## src/core/rx_len_prio_pkg.sv

```systemverilog
package rx_len_prio_pkg;

  // ---------------------------------------------------------------
  // Register map (word index, byte address is four times it)
  // ---------------------------------------------------------------
  localparam logic [3:0] REG_MAXLEN = 4'h0;
  localparam logic [3:0] REG_TXBLKS = 4'h1;
  localparam logic [3:0] REG_DSCP0 = 4'h2;
  localparam logic [3:0] REG_DSCP1 = 4'h3;
  localparam logic [3:0] REG_DSCP2 = 4'h4;
  localparam logic [3:0] REG_DSCP3 = 4'h5;
  localparam logic [3:0] REG_HDRMAP = 4'h6;
  localparam logic [3:0] REG_IRQ_STAT = 4'h7;
  localparam logic [3:0] REG_IRQ_MASK = 4'h8;
  localparam int ADDR_W = 6;

  // ---------------------------------------------------------------
  // Fields and reset values
  // ---------------------------------------------------------------
  localparam int MAXLEN_W = 14;
  localparam logic [13:0] MAXLEN_RST = 14'h05ee;
  localparam logic [13:0] MAXLEN_LIMIT = 14'h2584;
  localparam logic [31:0] TXBLKS_RST = 32'h0124_5678;
  localparam logic [31:0] HDRMAP_RST = 32'h7654_3210;
  localparam logic [31:0] PRIO_FIELD_MASK = 32'h7777_7777;
  localparam int PRIO_W = 3;
  localparam int NIB_W = 4;
  localparam logic [2:0] PRIO_HIGHEST = 3'h7;
  localparam logic [2:0] PRIO_ZERO = 3'h0;

  // Interrupt status bits
  localparam int IRQ_OVERSIZE = 0;
  localparam int IRQ_JABBER = 1;
  localparam int IRQ_W = 2;

endpackage : rx_len_prio_pkg

```

## src/core/port_rx_len_prio_map.sv

```systemverilog
// Contract
// - A frame whose byte count exceeds the 14-bit length limit is long.
// - A long frame without errors is counted as oversized.
// - A long frame with CRC, code or alignment error is jabber.
// - The length limit resets to 1518.
// - An IP packet takes the 3-bit priority selected by its DSCP value.
// - A packet priority of zero becomes the lowest header map field.
// - Eight 4-bit transmit block settings reset from 8 in the lowest down to 0 in the highest, skipping 3.
// - Priority 7 is the highest of the eight levels.
//
// Local design decisions: the register addresses and strobed register access.
`timescale 1ns/1ps
`default_nettype none

module port_rx_len_prio_map
  import rx_len_prio_pkg::*;
(
  // Clock and reset
  input wire logic clk,
  input wire logic rstn,
  // Register port
  input wire logic [rx_len_prio_pkg::ADDR_W-1:0] reg_addr,
  input wire logic [31:0] reg_wdata,
  input wire logic reg_wr,
  input wire logic reg_rd,
  output logic [31:0] reg_rdata,
  // Frame end report from the receive MAC
  input wire logic frame_end,
  input wire logic [13:0] frame_bytes,
  input wire logic frame_crc_err,
  input wire logic frame_code_err,
  input wire logic frame_align_err,
  // Frame class result
  output logic frame_long,
  output logic frame_oversize,
  output logic frame_jabber,
  output logic class_valid,
  // Priority lookup request
  input wire logic prio_req,
  input wire logic prio_is_ip,
  input wire logic [4:0] prio_dscp,
  input wire logic [2:0] prio_pkt,
  // Priority lookup result
  output logic prio_valid,
  output logic [2:0] prio_rx,
  output logic prio_is_top,
  // Transmit block settings
  output logic [31:0] tx_blocks,
  // Interrupt
  output logic irq
);

  typedef struct packed {
    logic [13:0] maxlen;
    logic [31:0] txblks;
    logic [31:0] dscp0;
    logic [31:0] dscp1;
    logic [31:0] dscp2;
    logic [31:0] dscp3;
    logic [31:0] hdrmap;
    logic [1:0] stat;
    logic [1:0] mask;
    logic [31:0] rdata;
    logic long_f;
    logic over_f;
    logic jab_f;
    logic cvalid;
    logic pvalid;
    logic [2:0] prio;
    logic top;
    logic irq;
  } state_t;

  state_t s_q;
  state_t s_d;
  logic [127:0] dscp_all;
  logic [2:0] dscp_field [32];
  logic [2:0] hdr_field [8];

  // ---------------------------------------------------------------
  // Field views
  // ---------------------------------------------------------------
  assign dscp_all = {s_q.dscp3, s_q.dscp2, s_q.dscp1, s_q.dscp0};

  // One 3-bit field per nibble, lowest value lowest
  genvar gi;
  generate
    for (gi = 0; gi < 32; gi++) begin : g_dscp
      assign dscp_field[gi] = dscp_all[gi*NIB_W +: PRIO_W];
    end
    for (gi = 0; gi < 8; gi++) begin : g_hdr
      assign hdr_field[gi] = s_q.hdrmap[gi*NIB_W +: PRIO_W];
    end
  endgenerate

  // ---------------------------------------------------------------
  // Next state
  // ---------------------------------------------------------------
  always_comb begin
    logic is_long;
    logic has_err;
    logic [2:0] pri;
    logic [1:0] ev;
    is_long = frame_bytes > s_q.maxlen;
    has_err = frame_crc_err | frame_code_err | frame_align_err;
    pri = prio_pkt;
    ev = 2'h0;
    s_d = s_q;
    s_d.rdata = 32'h0000_0000;
    s_d.cvalid = frame_end;
    s_d.pvalid = prio_req;

    // Length classing on each frame end
    if (frame_end) begin
      s_d.long_f = is_long;
      s_d.over_f = is_long & ~has_err;
      s_d.jab_f = is_long & has_err;
      ev[IRQ_OVERSIZE] = is_long & ~has_err;
      ev[IRQ_JABBER] = is_long & has_err;
    end

    // Priority lookup; zero remap only for non-IP packets
    if (prio_req) begin
      if (prio_is_ip) begin
        pri = dscp_field[prio_dscp];
      end else if (prio_pkt == PRIO_ZERO) begin
        pri = hdr_field[0];
      end else begin
        pri = hdr_field[prio_pkt];
      end
      s_d.prio = pri;
      s_d.top = (pri == PRIO_HIGHEST);
    end

    // Register writes, reserved bits masked off
    if (reg_wr) begin
      case (reg_addr[5:2])
        REG_MAXLEN: s_d.maxlen = reg_wdata[MAXLEN_W-1:0];
        REG_TXBLKS: s_d.txblks = reg_wdata;
        REG_DSCP0: s_d.dscp0 = reg_wdata & PRIO_FIELD_MASK;
        REG_DSCP1: s_d.dscp1 = reg_wdata & PRIO_FIELD_MASK;
        REG_DSCP2: s_d.dscp2 = reg_wdata & PRIO_FIELD_MASK;
        REG_DSCP3: s_d.dscp3 = reg_wdata & PRIO_FIELD_MASK;
        REG_HDRMAP: s_d.hdrmap = reg_wdata & PRIO_FIELD_MASK;
        REG_IRQ_STAT: s_d.stat = s_q.stat & ~reg_wdata[IRQ_W-1:0];
        REG_IRQ_MASK: s_d.mask = reg_wdata[IRQ_W-1:0];
        default: ;
      endcase
    end
    // Set wins over a same-cycle clear
    s_d.stat = s_d.stat | ev;

    // Read data, one cycle after the strobe; unmapped reads zero
    if (reg_rd) begin
      case (reg_addr[5:2])
        REG_MAXLEN: s_d.rdata = {18'h00000, s_q.maxlen};
        REG_TXBLKS: s_d.rdata = s_q.txblks;
        REG_DSCP0: s_d.rdata = s_q.dscp0;
        REG_DSCP1: s_d.rdata = s_q.dscp1;
        REG_DSCP2: s_d.rdata = s_q.dscp2;
        REG_DSCP3: s_d.rdata = s_q.dscp3;
        REG_HDRMAP: s_d.rdata = s_q.hdrmap;
        REG_IRQ_STAT: s_d.rdata = {30'h00000000, s_q.stat};
        REG_IRQ_MASK: s_d.rdata = {30'h00000000, s_q.mask};
        default: s_d.rdata = 32'h0000_0000;
      endcase
    end
    s_d.irq = |(s_d.stat & s_d.mask);
  end

  // ---------------------------------------------------------------
  // State register
  // ---------------------------------------------------------------
  always_ff @(posedge clk or negedge rstn) begin
    if (!rstn) begin
      s_q <= '0;
      s_q.maxlen <= MAXLEN_RST;
      s_q.txblks <= TXBLKS_RST;
      s_q.hdrmap <= HDRMAP_RST;
    end else begin
      s_q <= s_d;
    end
  end

  // Outputs straight from the state flops
  assign reg_rdata = s_q.rdata;
  assign frame_long = s_q.long_f;
  assign frame_oversize = s_q.over_f;
  assign frame_jabber = s_q.jab_f;
  assign class_valid = s_q.cvalid;
  assign prio_valid = s_q.pvalid;
  assign prio_rx = s_q.prio;
  assign prio_is_top = s_q.top;
  assign tx_blocks = s_q.txblks;
  assign irq = s_q.irq;

  // ---------------------------------------------------------------
  // Checks
  // ---------------------------------------------------------------
  // Count and limit are both the ones seen at the frame end edge
  long_class_a: assert property (
    @(posedge clk) disable iff (!rstn)
    frame_end
    |=> frame_long == ($past(frame_bytes) > $past(s_q.maxlen)))
    else $error("long frame class wrong");

  oversize_class_a: assert property (
    @(posedge clk) disable iff (!rstn)
    class_valid |-> frame_oversize == (frame_long && !frame_jabber))
    else $error("oversize class wrong");

  jabber_excl_a: assert property (
    @(posedge clk) disable iff (!rstn)
    frame_end && (frame_bytes > s_q.maxlen) && frame_crc_err
    |=> frame_jabber && !frame_oversize)
    else $error("jabber class wrong");

  dscp_lookup_a: assert property (
    @(posedge clk) disable iff (!rstn)
    prio_req && prio_is_ip |=> prio_rx == $past(dscp_field[prio_dscp]))
    else $error("dscp priority wrong");

  zero_remap_a: assert property (
    @(posedge clk) disable iff (!rstn)
    prio_req && !prio_is_ip && prio_pkt == PRIO_ZERO
    |=> prio_rx == $past(s_q.hdrmap[2:0]))
    else $error("zero priority remap wrong");

  top_prio_a: assert property (
    @(posedge clk) disable iff (!rstn)
    prio_valid |-> prio_is_top == (prio_rx == PRIO_HIGHEST))
    else $error("top priority flag wrong");

  txblk_write_a: assert property (
    @(posedge clk) disable iff (!rstn)
    reg_wr && reg_addr[5:2] == REG_TXBLKS
    |=> tx_blocks == $past(reg_wdata))
    else $error("tx block write lost");

  reserved_zero_a: assert property (
    @(posedge clk) disable iff (!rstn)
    reg_rd && reg_addr[5:2] == REG_MAXLEN |=> reg_rdata[31:14] == 18'h00000)
    else $error("reserved bits not zero");

  irq_level_a: assert property (
    @(posedge clk) disable iff (!rstn)
    irq == |(s_q.stat & s_q.mask))
    else $error("interrupt level wrong");

  // ---------------------------------------------------------------
  // Class, map and strobe timing checks
  // ---------------------------------------------------------------

  // Code and align errors count as much as a CRC error
  long_jabber_a: assert property (
    @(posedge clk) disable iff (!rstn)
    frame_end && (frame_bytes > s_q.maxlen)
    && (frame_code_err || frame_align_err)
    |=> frame_jabber && !frame_oversize)
    else $error("code or align jabber wrong");

  clean_oversize_a: assert property (
    @(posedge clk) disable iff (!rstn)
    frame_end && (frame_bytes > s_q.maxlen) && !frame_crc_err
    && !frame_code_err && !frame_align_err
    |=> frame_oversize && !frame_jabber)
    else $error("clean long frame not oversize");

  // A frame exactly at the limit is still a normal frame
  short_frame_a: assert property (
    @(posedge clk) disable iff (!rstn)
    frame_end && (frame_bytes <= s_q.maxlen)
    |=> !frame_long && !frame_oversize && !frame_jabber)
    else $error("short frame marked long");

  limit_write_a: assert property (
    @(posedge clk) disable iff (!rstn)
    reg_wr && reg_addr[5:2] == REG_MAXLEN
    |=> s_q.maxlen == $past(reg_wdata[MAXLEN_W-1:0]))
    else $error("length limit write lost");

  map_reserved_a: assert property (
    @(posedge clk) disable iff (!rstn)
    (dscp_all & {4{~PRIO_FIELD_MASK}}) == 128'h0
    && (s_q.hdrmap & ~PRIO_FIELD_MASK) == 32'h0)
    else $error("reserved map bits set");

  // Clear and event in one cycle: losing the event would hide it
  jab_set_wins_a: assert property (
    @(posedge clk) disable iff (!rstn)
    frame_end && (frame_bytes > s_q.maxlen)
    && (frame_crc_err || frame_code_err || frame_align_err)
    |=> s_q.stat[IRQ_JABBER])
    else $error("jabber status lost");

  prio_hold_a: assert property (
    @(posedge clk) disable iff (!rstn)
    !prio_req |=> $stable(prio_rx) && !prio_valid)
    else $error("priority result moved");

  rdata_idle_a: assert property (
    @(posedge clk) disable iff (!rstn)
    !reg_rd |=> reg_rdata == 32'h0000_0000)
    else $error("read data outside read cycle");

  frame_pulse_a: assert property (
    @(posedge clk) disable iff (!rstn)
    class_valid == $past(frame_end))
    else $error("class valid not one cycle");

endmodule : port_rx_len_prio_map

`default_nettype wire

```

## config.mk

```make
export PLATFORM = sky130hd
export DESIGN_NAME = port_rx_len_prio_map
export DESIGN_NICKNAME = d
export VERILOG_FILES = /design/src/core/rx_len_prio_pkg.sv /design/src/core/port_rx_len_prio_map.sv
export SDC_FILE = /design/constraint.sdc
export NUM_CORES = 1
export LEC_CHECK = 0
export ABC_AREA = 1
export BUFFER_PORTS_ARGS = -buffer_cell sky130_fd_sc_hd__buf_2
export CORE_ASPECT_RATIO = 1.4
export CORE_UTILIZATION = 52
export CTS_BUF_LIST = sky130_fd_sc_hd__clkbuf_4 sky130_fd_sc_hd__clkbuf_8 sky130_fd_sc_hd__clkbuf_16
export DETAILED_ROUTE_END_ITERATION = 8
export GPL_TIMING_DRIVEN = 0
export HOLD_SLACK_MARGIN = 0.05
export PLACE_DENSITY = 0.76
export SYNTH_ARGS = -nofsm -noshare
export SYNTH_HDL_FRONTEND = slang
export SYNTH_SLANG_ARGS = --single-unit
```

## constraint.sdc

```tcl
create_clock -name clk -period 1.85 [get_ports clk]
set_input_delay 0.185 -clock clk [delete_from_list [all_inputs] [get_ports clk]]
set_output_delay 0.185 -clock clk [all_outputs]
set_load 0.01 [all_outputs]
```

==> results of run 1 <==
==> per-stage QoR <==
| step | setup WS (ns) | hold slack [ns] |
|---|---|---|
| after floorplan | 0.06929 | -0.1106 |
| after global placement | -2.863 | 0.3097 |
| after detailed placement | -0.2414 | 0.1561 |
| after CTS | -0.1401 | 0.05571 |
| after global routing | -0.3201 | 0.07980 |
| final | -0.1868 | 0.05848 |
==> what timing repair did <==
action / CTS / global route
cloned: 0 / 0
hold endpoints to repair: 137 / 0
endpoints found under the setup margin: 6 / 7
pin swaps: 9 / 13
hold buffers: 28 / 0
buffers inserted: 3 / 5
resized for setup: 9 / 15
==> kinds of logic after synthesis <==
family,after synthesis,synth area share
compound gates,282,0.1538
mux,5,0.005356
simple gates,536,0.2052
buf+inv,217,0.1106
fa+ha+maj,14,0.01666
flops,212,0.5084
==> worst max-delay path by stage <==
stage | slack (ns) | end | depth (start not counted)
global placement | -2.86 | reg_rdata[25] | 1
floorplan | 0.07 | irq | 11
global route | -0.32 | irq | 11
finish | -0.19 | irq | 11
CTS | -0.14 | irq | 11
detailed placement | -0.24 | irq | 11
==> metal layers <==
| metal | up-vias | global-route usage | routed length [µm] |
|---|---|---|---|
| li1 | 4519 | - | - |
| met1 | 4757 | 0.4268 | 13530 |
| met2 | 539 | 0.6318 | 18620 |
| met3 | 160 | 0.06937 | 3095 |
| met4 | 0 | 0.2513 | 2961 |
| met5 | - | 0 | 0 |
==> worst max-delay path, cell delays in order, from the launching register on <==
cell and delay (ns):
dfstp_2 0.54, inv_2 0.05, ha_4 0.26, nand2_4 0.05
nor2_4 0.11, nand4_1 0.21, buf_4 0.22, o21ai_4 0.15
nand3b_1 0.14, nand2_1 0.12, nand2_1 0.05, nand2_1 0.07
==> state kept, by name (all words and copies together) (netlist names) <==
signal          count
frame_jabber        1
s_q                18
frame_oversize      1
prio_valid          1
tx_blocks          32
frame_long          1
irq                 1
hdr_field          24
reg_rdata          32
dscp_all           96
class_valid         1
prio_rx             3
prio_is_top         1
==> placed cells by master (no fill, tap or decap), types with 5 or more instances in the layout <==
master / instances
clkbuf_16: 21
nor2_1: 28
dfstp_2: 31
a31oi_1: 11
a22o_1: 13
ha_1: 11
a21oi_1: 25
o21ai_0: 176
o21ai_1: 15
mux2_2: 5
inv_2: 9
nand2_1: 406
a41oi_1: 7
nand3_1: 85
clkbuf_4: 6
inv_1: 71
dfrtp_1: 181
clkbuf_1: 20
a221oi_1: 17
buf_2: 174
dlygate4sd3_1: 28
buf_4: 84
==> area by class of cell <==
type	instances	area, µm²
fillers	1740	7109
clock inverters	6	108.9
repair buffers	176	1096
multi-input cells	837	4096
well taps	252	315.3
plain buffers	137	862.1
flip-flops and latches	212	5344
inverters	80	300.3
clock buffers	30	611.8
==> where the power goes <==
group          switching, µW  internal (µW)  total (µW)
clock network           1810           2720        4530
registers                816           5570        6390
logic                   1510           1190        2710
==> impl_metrics.toml, run 1 <==
[cells_and_area]
utilization = 0.6417
layout-drive-gt1-share = 0.2456
syn2layout_area_growth_pct = 21.15
fin_cells = 1730
final_nets = 1548
finish.instance_area_um2 = 12730
diodes = 0

[power]
finalPower_uw = 13620
peakVddDrop_v = 0.0008942
p_leak_uw = 0.006404
p_per_area_nw_per_um2 = 1070

[floorplanning]
die_w_um = 122.2
num_io_pins = 144
die_y_um = 170.2
dieArea_um2 = 20790
core_area_um2 = 19840
floorplan.initialDensity = 0.5297
rows = 61

[placed_design]
place_hpwl_um = 26920
dp.cells = 1658
placed_area_um2 = 11580
gp_congestion = 0.9952
io_buffers = 138

[cts]
insertion_delay_ns = 0.50
cts_tree = "built"
cts_buffers = 20
htreeDepth = 1
clock_path_buffers = 3
cts.reportedPaths.clkPinSlew_ns = 0.07
cts_root_buf = "clkbuf_16"
cts_sinks = 212

[hold_path]
hp-start = "reg_wdata[9]"
min_path_type = "input pin to flip-flop"
hold-path-cell-count = 3
min_to = "dscp_all[41]"

[timing]
rsz0062_at_grt = "yes"
relSlewSlack = 0.3800
worst_slack_ns = -0.1868
worst_pin_slew_ns = 0.9301
finalMaxSlewViolations = 0
max_freq_ghz = 0.4910
post-route-min-period_ns = 2.037
final.period_utilization = 1.101
setup_viol = 6
skew_ns = 0.01384
setup_tns_ns = -0.6990
finalHoldViolations = 0

[global_route]
grt_pass1_wl_um = 56730
grt_max_degree = 84
gr-total-overflow = 0
track_usage = 0.3738
antenna_found_initial = 0
first_global_vias = 9758

[outcome]
status = "complete, but fails checks"
failed_checks = "negative setup slack"

[setup_path]
crit_start = "s_q[248]"
r2r_end = "irq"
arrival_ns = 2.47
cp-end-kind = "flip-flop"
path_class = "flip-flop to flip-flop"
worstSetupStartpointType = "flip-flop"
r2r_cells = 11
rr_startpoint = "s_q[248]"
crit_fanout = 3
worstPathRequired_ns = 2.28
rrSetupSlack_ns = -0.19

[logic_synthesis]
yosysMostFrequentCell = "nand2_1"
yosysUniqueCellTypes = 37
syn-cell-area_um2 = 10510
synth_commonest_cells = "nand2_1 (409), dfrtp_1 (181), o21ai_0 (180), nand3_1 (85), buf_4 (76)"
synth_top_area_frac = 0.4309
synth_seq_area_share = 0.5084
avgSynthCellArea_um2 = 8.303
ys.flop_type = "dfrtp_1"
syn_nets = 1350
yosys-top-cells-area = "dfrtp_1 (43%), nand2_1 (15%), o21ai_0 (8.6%)"
async_flop_share = 1.000
yosysWarningCount = 0
synth_edf_count = 0
synth_largest_area_cell = "dfrtp_1"
synth_cells = 1266
ys_ff_latch = 212

[route]
viasPerCell = 5.766
drc_errors = 0
vias = 9975
drt-pass1-iter-count = 6
drtAntennaViolNets = 0
drtIter0Drc = 1022
wl_per_cell_um = 22.09
drt-total-wl_um = 38210

[flow_run]
drv_cap = 0
Note: power is estimated with default switching activity, not from simulation.
==> run 2: changes to the inputs <==
--- a/config.mk
+++ b/config.mk
@@ -8,2 +8,3 @@
 export ABC_AREA = 1
+export ABC_CLOCK_PERIOD_IN_PS = 1850
 export BUFFER_PORTS_ARGS = -buffer_cell sky130_fd_sc_hd__buf_2
@@ -16,2 +17,3 @@
 export PLACE_DENSITY = 0.76
+export SETUP_SLACK_MARGIN = 0.2
 export SYNTH_ARGS = -nofsm -noshare
==> constraint.sdc (replaced) <==
create_clock -name clk -period 1.85 [get_ports clk]
set_input_delay 0.37 -clock clk [delete_from_list [all_inputs] [get_ports clk]]
set_output_delay 0.37 -clock clk [all_outputs]
set_load 0.01 [all_outputs]
==> run 2 against run 1 <==
  * The flow still finishes with violations (negative setup slack)
  * Sequential power hardly changed
  * Clock skew down 0.0012 ns
  * Worst setup slack improved by 0.076 ns
  * Maximum frequency up 3.9%
  * Via count decreased by 1.9%
  * Core utilization fell by 1.3 points
  * Design area shrank 2.0%
  * Clock power fell by 4.9%
  * Critical path depth is the same
  * Cell count is 1.3% lower
  * Flip-flop and latch count unchanged
  * Clock-buffer cell count grew 1
==> impl_metrics.toml, run 2 (synthesis gave the netlist of run 1 again) <==
[hold_path]
hold-path-cell-count = 1
hp-start = "prio_req"
min_to = "prio_valid"
min_path_type = "input pin to flip-flop"

[timing]
setup_tns_ns = -0.1797
worst_pin_slew_ns = 0.8894
post-route-min-period_ns = 1.961
final.period_utilization = 1.060
relSlewSlack = 0.4070
setup_viol = 2
rsz0062_at_grt = "yes"
hold_ws_ns = 0.08374
worst_slack_ns = -0.1108
finalMaxSlewViolations = 0
max_freq_ghz = 0.5100
skew_ns = 0.01263
finalHoldViolations = 0

[power]
p_leak_uw = 0.006294
seqPwrFrac = 0.476
combPwrFrac = 0.201
p_per_area_nw_per_um2 = 1069
finalPower_uw = 13350
peakVddDrop_v = 0.0007569
power.switching_uw = 4082
swShare = 0.3058
clkPwrFrac = 0.323
power.internal_uw = 9264

[cts]
insertion_delay_ns = 0.51
htreeDepth = 1
cts_sinks = 212
cts.reportedPaths.clkPinSlew_ns = 0.06
clock_path_buffers = 3
cts_buffers = 21
cts_root_buf = "clkbuf_16"
cts_tree = "built"

[global_route]
grt_max_degree = 78
track_usage = 0.3587
grt_pass1_wl_um = 54340
first_global_vias = 9307
antenna_found_initial = 0
gr-total-overflow = 0

[setup_path]
cp-end-kind = "flip-flop"
worstSetupStartpointType = "flip-flop"
rrSetupSlack_ns = -0.11
path_class = "flip-flop to flip-flop"
r2r_end = "irq"
worstPathRequired_ns = 2.25
arrival_ns = 2.36
rr_startpoint = "s_q[248]"
r2r_cells = 11
crit_fanout = 3

[route]
wl_per_cell_um = 21.57
drt-pass1-iter-count = 5
drc_errors = 0
vias = 9783
drtAntennaViolNets = 0
drt-total-wl_um = 36840
viasPerCell = 5.728
drtIter0Drc = 1043

[placed_design]
gp_congestion = 1.041
io_buffers = 138
placed_area_um2 = 11600
place_hpwl_um = 26750

[cells_and_area]
register_area_um2 = 5344
fillers = 1762
mostFrequentLayoutCell = "nand2_1"
syn2layout_area_growth_pct = 18.76
finish.instance_area_um2 = 12480
final_cell_mix = "nand2_1 (407), dfrtp_1 (181), o21ai_0 (176)"
multiInputGateArea_um2 = 4084
largest_register_ff_count = 96
final_nets = 1526
layout-drive-gt1-share = 0.2521
diodes = 0

[floorplanning]
dieArea_um2 = 20790
num_io_pins = 144
rows = 61
floorplan.initialDensity = 0.5297
core_area_um2 = 19840
die_y_um = 170.2
die_w_um = 122.2

[outcome]
failed_checks = "negative setup slack"
status = "complete, but fails checks"

[flow_run]
drv_cap = 0
run 2: cell types whose count changed in the layout (fill, tap and decap cells not counted), moves of 2 or more:
cell | previous run | this run
dlygate4sd3_1 | 28 | 2
buf_2 | 174 | 169
buf_6 | 2 | 5
clkinvlp_4 | 0 | 3
a21oi_2 | 0 | 2
buf_4 | 84 | 86
bufinv_16 | 3 | 1
clkbuf_4 | 6 | 8
clkbuf_8 | 3 | 5
run 2: routing by layer:
layer,up-vias,GRT usage,share of wire
met1,4660,0.4216,0.36
met4,0,0.2291,0.072
met2,498,0.5996,0.49
met5,-,0,0
met3,150,0.06501,0.079
li1,4475,-,-
run 2: layout make-up:
cell class              instances  area share
well taps                     252     0.02526
clock buffers                  31     0.05062
plain buffers                 137     0.07006
multi-input cells             837      0.3272
clock inverters                 6    0.005012
repair buffers                153     0.06976
flip-flops and latches        212      0.4281
inverters                      80     0.02406
run 2: power by group through the flow:
stage	clock network, µW	logic [µW]	registers (µW)
after floorplan	0	1660	6100
after global placement	0	2400	6380
after detailed placement	0	2500	6400
after CTS	4330	2580	6320
after global routing	4510	2990	6420
final	4310	2680	6360
run 2: how the worst max path moves through the flow:
| stage | startpoint | end | slack, ns | depth (start not counted) |
|---|---|---|---|---|
| floorplan | s_q[248] | irq | 0.18 | 11 |
| global placement | rstn | reg_rdata[25] | -3.06 | 1 |
| detailed placement | prio_dscp[1] | prio_is_top | -0.27 | 11 |
| CTS | s_q[248] | irq | -0.06 | 11 |
| global route | s_q[248] | irq | -0.21 | 11 |
| finish | s_q[248] | irq | -0.11 | 11 |
run 2: repair_timing:
| item | CTS | global route |
|---|---|---|
| buffers inserted | 6 | 5 |
| resized for setup | 8 | 15 |
| pin swaps | 10 | 12 |
| hold endpoints to repair | 57 | 0 |
| endpoints found under the setup margin | 12 | 13 |
| hold buffers | 2 | 0 |
run 2: critical path, stage by stage, from the launching register on:
cell and delay [ns]:
dfstp_2 0.55, inv_2 0.05, ha_4 0.26, nand2_4 0.04
nor2_4 0.10, nand4_1 0.22, nor2_2 0.20, a31oi_4 0.12
nand3b_1 0.11, nand2_1 0.07, nand2_1 0.07, nand2_1 0.06
run 2: per-stage QoR:
step / setup slack (ns) / utilization / instances
final: -0.1108 / 0.6291 / 1708
after floorplan: 0.1787 / - / 1266
after global placement: -3.060 / 0.5815 / 1656
after global routing: -0.2121 / 0.6291 / 1708
after detailed placement: -0.2711 / 0.5848 / 1658
after CTS: -0.06469 / 0.6245 / 1703
==> run 3: changes to the inputs <==
Settings changed: CORE_ASPECT_RATIO 1.4 to unset, SKIP_LAST_GASP set to 1.
==> run 3 against run 2 <==
  * The flow still finishes with violations (negative setup slack)
  * Core utilization is 1.7 points higher
  * Worst setup slack better by 0.012 ns
  * Sequential share of layout area is 0.73 points lower
  * Combinational power is 3% higher
  * Power is 3.7% higher
  * Critical endpoint unchanged
==> impl_metrics.toml, run 3 (synthesis gave the netlist of run 1 again) <==
[timing]
skew_ns = 0.009555
max_freq_ghz = 0.5133
finalHoldViolations = 0
setup_viol = 3
post-route-min-period_ns = 1.948
worst_pin_slew_ns = 1.017
relSlewSlack = 0.3219
rsz0062_at_grt = "yes"
finalMaxSlewViolations = 0
worst_slack_ns = -0.09832
final.period_utilization = 1.053

[placed_design]
place_hpwl_um = 25540
placed_area_um2 = 11590
dp.cells = 1670
gp_congestion = 1.034
io_buffers = 138

[cells_and_area]
fin_cells = 1732
final_nets = 1534
layout-drive-gt1-share = 0.2633
utilization = 0.6461
finish.instance_area_um2 = 12700
syn2layout_area_growth_pct = 20.81
final_cell_mix = "nand2_1 (403), dfrtp_1 (181), o21ai_0 (176)"
mostFrequentLayoutCell = "nand2_1"
largest_register_ff_count = 96

[cts]
cts.reportedPaths.clkPinSlew_ns = 0.06
htreeDepth = 1
cts_tree = "built"
cts_buffers = 23
clock_path_buffers = 3
cts_root_buf = "clkbuf_16"
cts_sinks = 212
insertion_delay_ns = 0.51

[setup_path]
crit_fanout = 3
path_common_cell = "nand2_1"
arrival_ns = 2.34
worstSetupStartpointType = "flip-flop"
crit_family = "simple AND/OR/NAND/NOR gates"
r2r_end = "irq"
path_class = "flip-flop to flip-flop"
cp_slowest_cell = "dfstp_2"
crit_buf_inv = 1
path_cells = "inv_2 > ha_4 > nand2_4 > nor2_4 > nand4_1 > nor2_2 > a31oi_4 > nand3b_1 > nand2_1 > nand2_1 > nand2_1"
cp-end-kind = "flip-flop"
cp_slowest_stage_delay_ns = 0.54
worstPathRequired_ns = 2.24
r2r_cells = 11
rrSetupSlack_ns = -0.1
rr_startpoint = "s_q[248]"

[floorplanning]
dieArea_um2 = 20790
die_w_um = 144.2
core_area_um2 = 19650
num_io_pins = 144
die_y_um = 144.2
rows = 51
floorplan.initialDensity = 0.5348

[power]
combPwrFrac = 0.199
p_leak_uw = 0.006371
seqPwrFrac = 0.461
swShare = 0.3012
power.internal_uw = 9673
peakVddDrop_v = 0.0007232
p_per_area_nw_per_um2 = 1090
power.switching_uw = 4169
clkPwrFrac = 0.340

[route]
vias = 10076
drt-pass1-iter-count = 6
drc_errors = 0
wl_per_cell_um = 21.09
drtIter0Drc = 1083
drtAntennaViolNets = 0
viasPerCell = 5.818
drt-total-wl_um = 36530

[hold_path]
hold-path-cell-count = 1
hp-start = "prio_req"
min_to = "prio_valid"
min_path_type = "input pin to flip-flop"

[global_route]
track_usage = 0.3597
gr-total-overflow = 0
grt_pass1_wl_um = 54590
first_global_vias = 9456
grt_max_degree = 127
antenna_found_initial = 1

[flow_run]
drv_cap = 0

[outcome]
failed_checks = "negative setup slack"
status = "complete, but fails checks"
-- run 3: changes by cell type in the layout (fill, tap and decap cells not counted), moves of 2 or more --
cell       change
buf_4          +5
buf_6          +2
clkbuf_16      +2
clkbuf_8       +4
clkinv_2       -2
ha_1           -4
ha_4           +4
nand2_1        -4
nand2_2        +4
-- run 3: power groups by stage --
| stage | Sequential, µW | Combinational (µW) | Clock, µW |
|---|---|---|---|
| finish | 6380 | 2750 | 4710 |
| global route | 6450 | 3080 | 4910 |
| CTS | 6320 | 2590 | 4740 |
| detailed placement | 6400 | 2480 | 0 |
| global placement | 6390 | 2380 | 0 |
| floorplan | 6100 | 1660 | 0 |
-- run 3: worst max path at each step --
stage	end	cells after the start	slack, ns	startpoint
4_1_cts	irq	11	-0.03	s_q[248]
5_1_grt	irq	11	-0.22	s_q[248]
2_1_floorplan	irq	11	0.18	s_q[248]
6_report	irq	11	-0.1	s_q[248]
3_5_place_dp	reg_rdata[6]	8	-0.21	reg_addr[3]
3_3_place_gp	reg_rdata[28]	1	-3.07	rstn
-- run 3: through the flow --
| step | power, µW | setup TNS (ns) | hold WS, ns | setup slack (ns) |
|---|---|---|---|---|
| floorplan | 7769 | 0 | 0.07441 | 0.1787 |
| global placement | 8770 | -613.04 | 0.4617 | -3.071 |
| detailed placement | 8879 | -9.705 | 0.4112 | -0.2081 |
| CTS | 13650 | -0.03651 | 0.05064 | -0.03425 |
| global route | 14440 | -0.6512 | 0.05541 | -0.2199 |
| finish | 13840 | -0.1288 | 0.05756 | -0.09832 |
-- run 3: layout make-up --
| type | instances | area [µm²] |
|---|---|---|
| fillers | 1733 | 6955 |
| flip-flops and latches | 212 | 5344 |
| multi-input cells | 837 | 4151 |
| repair buffers | 159 | 908.4 |
| plain buffers | 137 | 870.8 |
| clock buffers | 38 | 744.5 |
| well taps | 265 | 331.6 |
| inverters | 80 | 300.3 |
| clock inverters | 3 | 45.04 |
| diodes | 1 | 2.502 |
-- run 3: timing repair --
action                     in CTS  in global routing
hold endpoints to repair       73                  0
buffers inserted                9                  9
hold buffers                    2                  0
resized for setup              11                 22
pin swaps                       6                  8
setup endpoints to repair      12                104
-- run 3: per-layer routing --
metal | global-route usage | wire (µm) | up-vias
met4 | 0.1380 | 1494 | 2
met3 | 0.09636 | 4233 | 110
met1 | 0.4788 | 14620 | 4830
li1 | - | - | 4490
met2 | 0.5617 | 16180 | 644
met5 | 0 | 3 | -
